[config.mk]
export PLATFORM = sky130hd
export DESIGN_NAME = four_bit_universal_shift_register
export DESIGN_NICKNAME = d
export VERILOG_FILES = /design/src/shift_reg_pkg.sv /design/src/op_fifo.sv /design/src/four_bit_universal_shift_register.sv
export VERILOG_INCLUDE_DIRS = /design/src /design/src/src
export SDC_FILE = /design/constraint.sdc
export NUM_CORES = 1
export LEC_CHECK = 0
export ABC_CLOCK_PERIOD_IN_PS = 4000
export BUFFER_PORTS_ARGS = -buffer_cell sky130_fd_sc_hd__buf_4
export CAP_MARGIN = 30
export CORE_AREA = 2 2 103 105
export CTS_BUF_LIST = sky130_fd_sc_hd__clkbuf_4 sky130_fd_sc_hd__clkbuf_8
export DETAILED_ROUTE_END_ITERATION = 8
export DIE_AREA = 0 0 105 107
export PLACE_DENSITY = 0.71
export SYNTH_ARGS = -nofsm -noshare
export SYNTH_HDL_FRONTEND = slang
export SYNTH_SLANG_ARGS = --single-unit
[constraint.sdc]
create_clock -name CLOCK_IN -period 4 [get_ports CLOCK_IN]
set_input_delay 0.2 -clock CLOCK_IN [delete_from_list [all_inputs] [get_ports CLOCK_IN]]
set_output_delay 0.2 -clock CLOCK_IN [all_outputs]
set_load 0.02 [all_outputs]
[src/shift_reg_cfg.svh]
`ifndef SHIFT_REG_CFG_SVH
`define SHIFT_REG_CFG_SVH

// ****************************************************************
// Register geometry
// ****************************************************************
`define SR_STAGES      4
`define SR_STAGE_RESET 4'h0
`define SR_LAST_RESET  1'h1

// ****************************************************************
// Queued operation word layout
// ****************************************************************
`define SR_OP_WIDTH    7
`define SR_OP_PE_BIT   6
`define SR_OP_J_BIT    5
`define SR_OP_KN_BIT   4
`define SR_OP_LOAD_MSB 3
`define SR_OP_LOAD_LSB 0

// ****************************************************************
// Queue and synchroniser
// ****************************************************************
`define SR_FIFO_DEPTH  16
`define SR_SYNC_RESET  2'h0
`define SR_EDGE_RESET  1'h0
`define SR_PULSE_RESET 1'h0

`endif

[src/shift_reg_pkg.sv]
package shift_reg_pkg;

  // First stage serial entry behaviour, one-hot
  typedef enum logic [3:0] {
    ENTRY_LOW    = 4'b0001,
    ENTRY_HOLD   = 4'b0010,
    ENTRY_TOGGLE = 4'b0100,
    ENTRY_HIGH   = 4'b1000
  } entry_t;

  // Operation chosen at a shift clock edge, one-hot
  typedef enum logic [1:0] {
    OP_LOAD  = 2'b01,
    OP_SHIFT = 2'b10
  } op_kind_t;

endpackage

[src/op_fifo.sv]
`timescale 1ns/1ns
`default_nettype none
module op_fifo #(
  parameter int WIDTH = 7,
  parameter int DEPTH = 16
) (
  input  wire logic               CLOCK_IN,
  input  wire logic               NRST_IN,
  input  wire logic               WR_VALID_IN,
  output logic                    WR_READY_OUT,
  input  wire logic [WIDTH-1:0]   WR_DATA_IN,
  output logic                    RD_VALID_OUT,
  input  wire logic               RD_READY_IN,
  output logic [WIDTH-1:0]        RD_DATA_OUT,
  output logic [$clog2(DEPTH):0]  LEVEL_OUT
);
  localparam int AW = $clog2(DEPTH);

  logic [WIDTH-1:0] mem [DEPTH];
  logic [AW:0]      wr_ptr_q;
  logic [AW:0]      wr_ptr_d;
  logic [AW:0]      rd_ptr_q;
  logic [AW:0]      rd_ptr_d;
  logic             push;
  logic             pop;

  // ****************************************************************
  // Full and empty from pointers with a wrap bit
  // ****************************************************************
  always_comb begin
    WR_READY_OUT = !((wr_ptr_q[AW] != rd_ptr_q[AW]) &&
                     (wr_ptr_q[AW-1:0] == rd_ptr_q[AW-1:0]));
    RD_VALID_OUT = (wr_ptr_q != rd_ptr_q);
    push         = WR_VALID_IN && WR_READY_OUT;
    pop          = RD_VALID_OUT && RD_READY_IN;
    wr_ptr_d     = push ? wr_ptr_q + 1'b1 : wr_ptr_q;
    rd_ptr_d     = pop ? rd_ptr_q + 1'b1 : rd_ptr_q;
    RD_DATA_OUT  = mem[rd_ptr_q[AW-1:0]];
    LEVEL_OUT    = wr_ptr_q - rd_ptr_q;
  end

  always_ff @(posedge CLOCK_IN or negedge NRST_IN) begin
    if (!NRST_IN) begin
      wr_ptr_q <= '0;
      rd_ptr_q <= '0;
    end else begin
      wr_ptr_q <= wr_ptr_d;
      rd_ptr_q <= rd_ptr_d;
    end
  end

  // Storage has no reset; contents are only read while valid
  always_ff @(posedge CLOCK_IN) begin
    if (push) begin
      mem[wr_ptr_q[AW-1:0]] <= WR_DATA_IN;
    end
  end
endmodule
`default_nettype wire

[src/four_bit_universal_shift_register.sv]
`include "shift_reg_cfg.svh"
`timescale 1ns/1ns
`default_nettype none
module four_bit_universal_shift_register #(
  parameter int STAGES     = `SR_STAGES,
  parameter int FIFO_DEPTH = `SR_FIFO_DEPTH
) (
  input  wire logic                      CLOCK_IN,
  input  wire logic                      NRST_IN,
  input  wire logic                      MASTER_CLEAR_N_IN,
  input  wire logic                      SHIFT_CLOCK_IN,
  input  wire logic                      OP_VALID_IN,
  output logic                           OP_READY_OUT,
  input  wire logic                      PARALLEL_LOAD_N_IN,
  input  wire logic                      SERIAL_J_IN,
  input  wire logic                      SERIAL_K_N_IN,
  input  wire logic [STAGES-1:0]         LOAD_IN,
  output logic [STAGES-1:0]              STAGE_OUT,
  output logic                           LAST_STAGE_OUT_N,
  output logic                           STEP_DONE_OUT,
  output logic                           STEP_MISS_OUT,
  output logic [$clog2(FIFO_DEPTH):0]    OP_LEVEL_OUT
);

  // ****************************************************************
  // Declarations
  // ****************************************************************
  logic [1:0]                sclk_sync_q;
  logic [1:0]                sclk_sync_d;
  logic                      sclk_prev_q;
  logic                      sclk_prev_d;
  logic                      sclk_rise;
  logic [`SR_OP_WIDTH-1:0]   op_word_in;
  logic [`SR_OP_WIDTH-1:0]   op_word;
  logic                      op_valid;
  logic                      op_take;
  logic                      clear_n;
  logic                      clear_pin_n;
  logic [1:0]                clear_sync_q;
  logic [1:0]                clear_sync_d;
  logic [STAGES-1:0]         stage_q;
  logic [STAGES-1:0]         stage_d;
  logic                      last_n_q;
  logic                      last_n_d;
  logic                      done_q;
  logic                      done_d;
  logic                      miss_q;
  logic                      miss_d;
  logic                      first_next;
  shift_reg_pkg::entry_t     entry;
  shift_reg_pkg::op_kind_t   op_kind;

  // ****************************************************************
  // Operation queue
  // ****************************************************************
  // The surrounding logic queues each operation ahead of its shift
  // clock edge; when the queue is full, OP_READY_OUT stalls the source.
  // Offers made while the queue is full are not stored.
  always_comb begin
    op_word_in = {PARALLEL_LOAD_N_IN, SERIAL_J_IN, SERIAL_K_N_IN, LOAD_IN};
  end

  op_fifo #(
    .WIDTH (`SR_OP_WIDTH),
    .DEPTH (FIFO_DEPTH)
  ) u_op_fifo (
    .CLOCK_IN     (CLOCK_IN),
    .NRST_IN      (NRST_IN),
    .WR_VALID_IN  (OP_VALID_IN),
    .WR_READY_OUT (OP_READY_OUT),
    .WR_DATA_IN   (op_word_in),
    .RD_VALID_OUT (op_valid),
    .RD_READY_IN  (op_take),
    .RD_DATA_OUT  (op_word),
    .LEVEL_OUT    (OP_LEVEL_OUT)
  );

  // ****************************************************************
  // Shift clock edge detection
  // ****************************************************************
  // The shift clock is a pin: two flops before the edge detector.
  // Limitation: pin phases shorter than one system clock may be lost,
  // and a step lands two to three cycles after the pin rises.
  always_comb begin
    sclk_sync_d = {sclk_sync_q[0], SHIFT_CLOCK_IN};
    sclk_prev_d = sclk_sync_q[1];
    sclk_rise   = sclk_sync_q[1] && !sclk_prev_q;
    op_take     = sclk_rise && op_valid;
  end

  always_ff @(posedge CLOCK_IN or negedge NRST_IN) begin
    if (!NRST_IN) begin
      sclk_sync_q <= `SR_SYNC_RESET;
      sclk_prev_q <= `SR_EDGE_RESET;
    end else begin
      sclk_sync_q <= sclk_sync_d;
      sclk_prev_q <= sclk_prev_d;
    end
  end

  // ****************************************************************
  // Operation decode
  // ****************************************************************
  // Low parallel-load control loads; high shifts right by one.
  always_comb begin
    if (op_word[`SR_OP_PE_BIT]) begin
      op_kind = shift_reg_pkg::OP_SHIFT;
    end else begin
      op_kind = shift_reg_pkg::OP_LOAD;
    end
    // Tying J to K-bar collapses this to plain D entry
    case ({op_word[`SR_OP_J_BIT], op_word[`SR_OP_KN_BIT]})
      2'b00:   entry = shift_reg_pkg::ENTRY_LOW;
      2'b01:   entry = shift_reg_pkg::ENTRY_HOLD;
      2'b10:   entry = shift_reg_pkg::ENTRY_TOGGLE;
      default: entry = shift_reg_pkg::ENTRY_HIGH;
    endcase
  end

  // ****************************************************************
  // First stage serial entry
  // ****************************************************************
  always_comb begin
    case (entry)
      shift_reg_pkg::ENTRY_LOW:    first_next = 1'b0;
      shift_reg_pkg::ENTRY_HOLD:   first_next = stage_q[0];
      shift_reg_pkg::ENTRY_TOGGLE: first_next = !stage_q[0];
      shift_reg_pkg::ENTRY_HIGH:   first_next = 1'b1;
      default:                     first_next = stage_q[0];
    endcase
  end

  // ****************************************************************
  // Master clear release
  // ****************************************************************
  // Master clear acts without the clock, so it joins the async reset.
  // Trade-off: the clear pin glitch-filters nothing; hold it clean.
  always_comb begin
    clear_pin_n  = NRST_IN && MASTER_CLEAR_N_IN;
    clear_sync_d = {clear_sync_q[0], 1'b1};
  end

  // Release passes two flops so no stage flop leaves reset near a
  // clock edge; the stages stay clear two cycles after the pin rises.
  always_ff @(posedge CLOCK_IN or negedge clear_pin_n) begin
    if (!clear_pin_n) begin
      clear_sync_q <= `SR_SYNC_RESET;
    end else begin
      clear_sync_q <= clear_sync_d;
    end
  end

  // ****************************************************************
  // Stage register
  // ****************************************************************
  // Assertion of the clear is immediate; only its release is timed.
  always_comb begin
    clear_n = clear_sync_q[1];
  end

  always_comb begin
    stage_d = stage_q;
    if (op_take) begin
      case (op_kind)
        shift_reg_pkg::OP_LOAD: begin
          stage_d = op_word[`SR_OP_LOAD_MSB:`SR_OP_LOAD_LSB];
        end
        shift_reg_pkg::OP_SHIFT: begin
          stage_d = {stage_q[STAGES-2:0], first_next};
        end
        default: begin
          stage_d = stage_q;
        end
      endcase
    end
    last_n_d = !stage_d[STAGES-1];
  end

  always_ff @(posedge CLOCK_IN or negedge clear_n) begin
    if (!clear_n) begin
      stage_q  <= `SR_STAGE_RESET;
      last_n_q <= `SR_LAST_RESET;
    end else begin
      stage_q  <= stage_d;
      last_n_q <= last_n_d;
    end
  end

  // ****************************************************************
  // Step status
  // ****************************************************************
  // An edge with nothing queued leaves the stages as they were.
  // Limitation: an edge taken while the clear is held still pops the
  // head word and pulses done, but the stages stay clear.
  always_comb begin
    done_d = op_take;
    miss_d = sclk_rise && !op_valid;
  end

  always_ff @(posedge CLOCK_IN or negedge NRST_IN) begin
    if (!NRST_IN) begin
      done_q <= `SR_PULSE_RESET;
      miss_q <= `SR_PULSE_RESET;
    end else begin
      done_q <= done_d;
      miss_q <= miss_d;
    end
  end

  // ****************************************************************
  // Outputs
  // ****************************************************************
  // Every visible stage value comes straight from a flop.
  always_comb begin
    STAGE_OUT        = stage_q;
    LAST_STAGE_OUT_N = last_n_q;
    STEP_DONE_OUT    = done_q;
    STEP_MISS_OUT    = miss_q;
  end

endmodule
`default_nettype wire

**After elaboration in Yosys (flattened, before gate mapping)**

Memories as Yosys holds them, arrays and structs flattened.
Cells that the tools add are included.

- $add $sub $neg: 3
- Equal/unequal tests: 11
- Mux-type cells: 7
- Reduce and logical (&&, ||, !) cells: 16

Operators by type and width:

| operator | count |
|---|---|
| case mux 4 bit (3 select lines) | 1 |
| adder 5 x 1 -> 5 bit (second input constant) | 2 |
| case mux 4 bit (2 select lines) | 1 |
| logical AND 1 bit | 7 |
| zero test 1 bit | 5 |
| != test 5 bit | 1 |
| subtractor 5 bit | 1 |
| equality test 2 x 1 -> 1 bit (second input constant) | 2 |
| equality test 2 bit (second input constant) | 2 |
| equality test 4 x 1 -> 1 bit (second input constant) | 1 |
| equality test 4 x 3 -> 1 bit (second input constant) | 1 |
| equality test 4 bit | 1 |
| equality test 4 bit (second input constant) | 1 |
| 2-to-1 mux 4 bit | 1 |
| != test 4 x 1 -> 1 bit (second input constant) | 1 |
| case mux 1 bit (3 select lines) | 1 |
| AND reduction 3 bit | 1 |
| zero test 2 bit | 1 |
| 2-to-1 mux 1 bit | 2 |
| 2-to-1 mux 2 bit | 1 |
| AND reduction 2 bit | 1 |
| nonzero test 2 bit | 1 |
| != test 1 bit | 1 |

- Flip-flop bits (word level): 22
- Memory bits (writable): 112
- Output and inout port bits: 13
- Word-level logic and storage cells: 49
- Memories kept: 1

Memories:

| name | words | width | read ports | clocked after memory_dff | write ports | line | RTL |
|---|---|---|---|---|---|---|---|
| u_op_fifo.mem | 16 | 7 | 1 | 0 | 1 | op_fifo.sv:19 | `logic [WIDTH-1:0] mem [DEPTH];` |

**Logic depth before layout (Yosys ltp)**

An unclocked memory read counts as a cell.

- Word-level depth: 8
- Mapped depth: 12
- Depth with buffers taken out: 9

**By module**

A second synthesis with hierarchy kept.

- Cells, all modules: 319
- Area, all modules: 5517.8 µm²

By module, submodules not included:

| module | instances | cells an instance | area an instance (µm²) |
|---|---|---|---|
| op_fifo | 1 | 286 | 5072.4 |
| four_bit_universal_shift_register | 1 | 33 | 445.4 |

**Least setup slack after synthesis**

OpenSTA, ideal clock, no wires.

- Path type: register to register
- From: register u_op_fifo.rd_ptr_q[1]
- To: memory u_op_fifo.mem[4][0], enable pin
- Library setup time: 380 ps
- Arrival: 2723 ps
- Required time: 3620 ps
- Path slack: 896 ps
- Cell stages (with the launch flop): 11
- Buffers on the path: 3
- Period minus slack after synthesis: 3104 ps
- Path through: dfrtp_1 -> buf_2 -> buf_2 -> inv_1 -> ha_1 -> and4_1 -> nand2b_1 -> and2_1 -> clkbuf_1 -> nand2_1 -> nor3_1

- Longest elaborated chain between the ends: 6

RTL lines:

| element | line | RTL |
|---|---|---|
| from (decl) | op_fifo.sv:22 | `logic [AW:0] rd_ptr_q;` |
| from (signal assigned) | op_fifo.sv:48 | `rd_ptr_q <= rd_ptr_d;` |
| equality test 4 bit | op_fifo.sv:32 | `(wr_ptr_q[AW-1:0] == rd_ptr_q[AW-1:0]));` |
| logical AND 1 bit | op_fifo.sv:31 | `WR_READY_OUT = !((wr_ptr_q[AW] != rd_ptr_q[AW]) &&` |
| zero test 1 bit | op_fifo.sv:31 |  |
| named net OP_READY_OUT | four_bit_universal_shift_register.sv:13 | `output logic OP_READY_OUT,` |
| logical AND 1 bit | op_fifo.sv:34 | `push = WR_VALID_IN && WR_READY_OUT;` |
| 2-to-1 mux 1 bit | op_fifo.sv:54 | `if (push) begin` |
| 2-to-1 mux 1 bit (not written as such) | op_fifo.sv:55 | `mem[wr_ptr_q[AW-1:0]] <= WR_DATA_IN;` |
| to (decl) | op_fifo.sv:19 |  |

The timed path passes the listed nets, and every way through them passes these cells.

**Worst setup path in the final report**

- From: register u_op_fifo.rd_ptr_q[0]
- To: memory u_op_fifo.mem[13][0], enable pin

- Longest elaborated chain between the ends: 6

RTL lines:

| element | line |
|---|---|
| equality test 4 bit | op_fifo.sv:32 |
| logical AND 1 bit | op_fifo.sv:31 |
| zero test 1 bit | op_fifo.sv:31 |
| logical AND 1 bit | op_fifo.sv:34 |
| 2-to-1 mux 1 bit | op_fifo.sv:54 |
| 2-to-1 mux 1 bit (not written as such) | op_fifo.sv:55 |

No other way between the ends.

==> impl_metrics.env <==
export IMPL_cap_violations=0
export IMPL_status="finished clean"
export IMPL_synth_compound_area_frac=0.03270
export IMPL_synth_nets=319
export IMPL_timing_final_crit_period_ps=2672
export IMPL_synthAdderAreaFrac=0.02441
export IMPL_synth_edf_count=112
export IMPL_drt_wl_total_microns=10280
export IMPL_final_util=0.6189
export IMPL_fin_setup_tns_ps=0
export IMPL_synth_top_cell_area_share=0.6191
export IMPL_synth_xor_area_share=0.01935
export IMPL_synth_top_family_by_area="multiplexers"
export IMPL_vias=2800
export IMPL_start_util=0.5383
export IMPL_first_global_vias=2840
export IMPL_placed_area_sq_um=5792
export IMPL_grt_pass1_wl_microns=16130
export IMPL_drtIter0Drc=232
export IMPL_power_mw=4.635
export IMPL_synth_area_sq_um=5433
export IMPL_cts_repair_resized=0
export IMPL_finalHoldViolations=0
export IMPL_worstPathRequired_ps=4060
export IMPL_clock_sinks=134
export IMPL_cp_max_fo=15
export IMPL_synthSimpleGateAreaFrac=0.04975
export IMPL_cts_buffer_depth=2
export IMPL_drc_errors=0
export IMPL_slowest_delay_ps=650
export IMPL_worstReg2RegStart="u_op_fifo.rd_ptr_q[0]"
export IMPL_yosysSeqAreaShare=0.7206
export IMPL_cp_arrival_ps=2730
export IMPL_ant_nets=0
export IMPL_synthTopCellsByCount="edfxtp_1 (112), dfrtp_1 (21), mux4_2 (19)"
export IMPL_layout_drive_gt1_share=0.2571
export IMPL_slew_headroom=0.5845
export IMPL_ir_worst_vdd_mv=0.3565
export IMPL_routed_via_density=5.714
export IMPL_syn_to_final_growth_pct=14.97
export IMPL_die_h_microns=107
export IMPL_yosysTopAreaCell="edfxtp_1"
export IMPL_grtUsageTotal=0.2018
export IMPL_port_buffers=24
export IMPL_die_area_sq_um=11240
export IMPL_cts_tree="yes"
export IMPL_skew_ps=10.32
export IMPL_hold_slack_ps=96.06
export IMPL_fin_crit_sh=0.6681
export IMPL_design_area_sq_um=6246
export IMPL_cts_hold_buf=3
export IMPL_ys_flop_type="edfxtp_1"
export IMPL_grt_max_degree=33
export IMPL_synthDistinctLibCells=40
export IMPL_die_x_microns=105
export IMPL_power_density_nw_per_um2=742.1
export IMPL_fmax_ghz=0.3742
export IMPL_synth_seq_cells=134
export IMPL_worst_slew_pin_slew_ps=620.9
export IMPL_worstSetupStartpointType="register"
export IMPL_cp_slowest_cell="dfrtp_2"
export IMPL_yosys_mux_area_fraction=0.1269
export IMPL_maxSlewViolCount=0
export IMPL_cp_startpoint="u_op_fifo.rd_ptr_q[0]"
export IMPL_critical_path_cell_chain="ha_1, and4_1, nand2b_1, and2_1, nand3_1, nor2_1"
export IMPL_gr_total_overflow=0
export IMPL_yosys_top_cells_area="edfxtp_1 (62%), dfrtp_1 (9.7%), mux4_2 (7.9%)"
export IMPL_p_leak_nw=2.240
export IMPL_final_nets=363
export IMPL_coreArea_sq_um=10090
export IMPL_post_cts_buffers=0
export IMPL_gp_congestion=0.7965
export IMPL_crit_type="register to register"
export IMPL_path_delay_family="simple AND/OR/NAND/NOR gates"
export IMPL_wl_per_cell_microns=20.99
export IMPL_cts_max_level=4
export IMPL_path_buf_inv=0
export IMPL_holdCritPathClass="register to async pin"
export IMPL_synth_cells=297
export IMPL_cts_buffers=17
export IMPL_setup_viol_count_final=0
export IMPL_nFillCells=743
export IMPL_hpwl_microns=6859
export IMPL_rsz0062_at_grt="no"
export IMPL_yosys_warnings=0
export IMPL_antenna_found_initial=0
export IMPL_dr_pass1_iters=5
export IMPL_ctsRootBufferMaster="clkbuf_8"
export IMPL_antennaDiodeCount=0
export IMPL_synth_most_common_cell="edfxtp_1"
export IMPL_synthArstFlopShare=0.1642
export IMPL_row_count=37
export IMPL_syn_avg_cell_area_sq_um=18.29
export IMPL_clk_latency_ps=430
export IMPL_path_clk_slew_ps=70
export IMPL_worst_setup_path_end_kind="register"
export IMPL_io_pins=25
==> metal layers <==
layer / routed length (microns) / global-route usage
met1: 4262 / 0.2651
met3: 688 / 0.05653
met2: 5229 / 0.3288
met4: 104 / 0.06857
met5: 0 / 0
==> sequential cells by signal, summed over array words and instances (netlist names) <==
| signal | cells |
|---|---|
| sclk_prev_q | 1 |
| clear_sync_q | 2 |
| u_op_fifo.rd_ptr_q | 5 |
| u_op_fifo.mem | 112 |
| STEP_MISS_OUT | 1 |
| LAST_STAGE_OUT_N | 1 |
| u_op_fifo.wr_ptr_q | 5 |
| STAGE_OUT | 4 |
| STEP_DONE_OUT | 1 |
| sclk_sync_q | 2 |
==> area by class of cell <==
class | instances | area, sq um | area share
clock buffers | 18 | 241.5 | 0.03866
flip-flops and latches | 134 | 3916 | 0.6270
multi-input cells | 134 | 1379 | 0.2208
well taps | 136 | 170.2 | 0.02724
clock inverters | 14 | 182.7 | 0.02925
inverters | 15 | 56.30 | 0.009014
repair buffers | 39 | 300.3 | 0.04808
==> final timing paths <==
path / endpoint / slack (ps) / cells past startpoint
worst max register to register: u_op_fifo.mem[13][0] / 1330 / 6
min in group CLOCK_IN: u_op_fifo.mem[9][0] / 100 / 1
worst min register to register: STAGE_OUT[3] / 100 / 0
worst min-delay path: STAGE_OUT[3] / 100 / 0
max in group asynchronous: clear_sync_q[1] / 3480 / 3
worst max-delay path: u_op_fifo.mem[13][0] / 1330 / 6
==> per-stage QoR <==
step                      worst slack (ps)  std cells
after floorplan                      896.5        297
after global placement                1409        455
after detailed placement              1345        455
after CTS                             1332        490
after global routing                  1133        490
final                                 1328        490
==> logic make-up after synthesis <==
logic type | Yosys count
AO/OA/AOI/OAI | 26
buffers and inverters | 29
adder cells (fa/ha/maj) | 10
flip-flops | 134
AND/OR/NAND/NOR | 53
other | 1
XOR/XNOR | 12
multiplexers | 32
==> worst reg2reg max path, delay by kind of cell (launching register included) <==
| kind | cells | cell delay [ps] |
|---|---|---|
| and+or+nand+nor | 5 | 1300 |
| DFF | 1 | 650 |
| adders and majority gates | 1 | 340 |
==> placed cells by master (no fill, tap or decap), types with 2 or more instances in the layout <==
cell	n
dfrtp_1	20
nand2_1	16
a21o_1	2
nand3_1	4
dlygate4sd3_1	3
a22oi_1	11
buf_4	36
xnor2_1	11
clkbuf_8	17
nor3_1	4
mux4_2	19
nor2_1	6
a21oi_1	3
mux2i_1	4
inv_1	14
and3_1	4
o21ai_0	2
ha_1	9
o21ai_1	4
mux4_1	8
nand4_1	4
bufinv_16	4
nand2b_1	3
and2_1	3
clkinv_2	3
clkinvlp_4	3
nor2b_1	2
nor4_1	4
clkinv_1	2
edfxtp_1	112
==> where the power goes <==
group,internal (mW),switching (mW)
clock,0.680,0.498
sequential,1.71,0.166
combinational,0.724,0.854
Note: power is estimated with default switching activity, not from simulation.
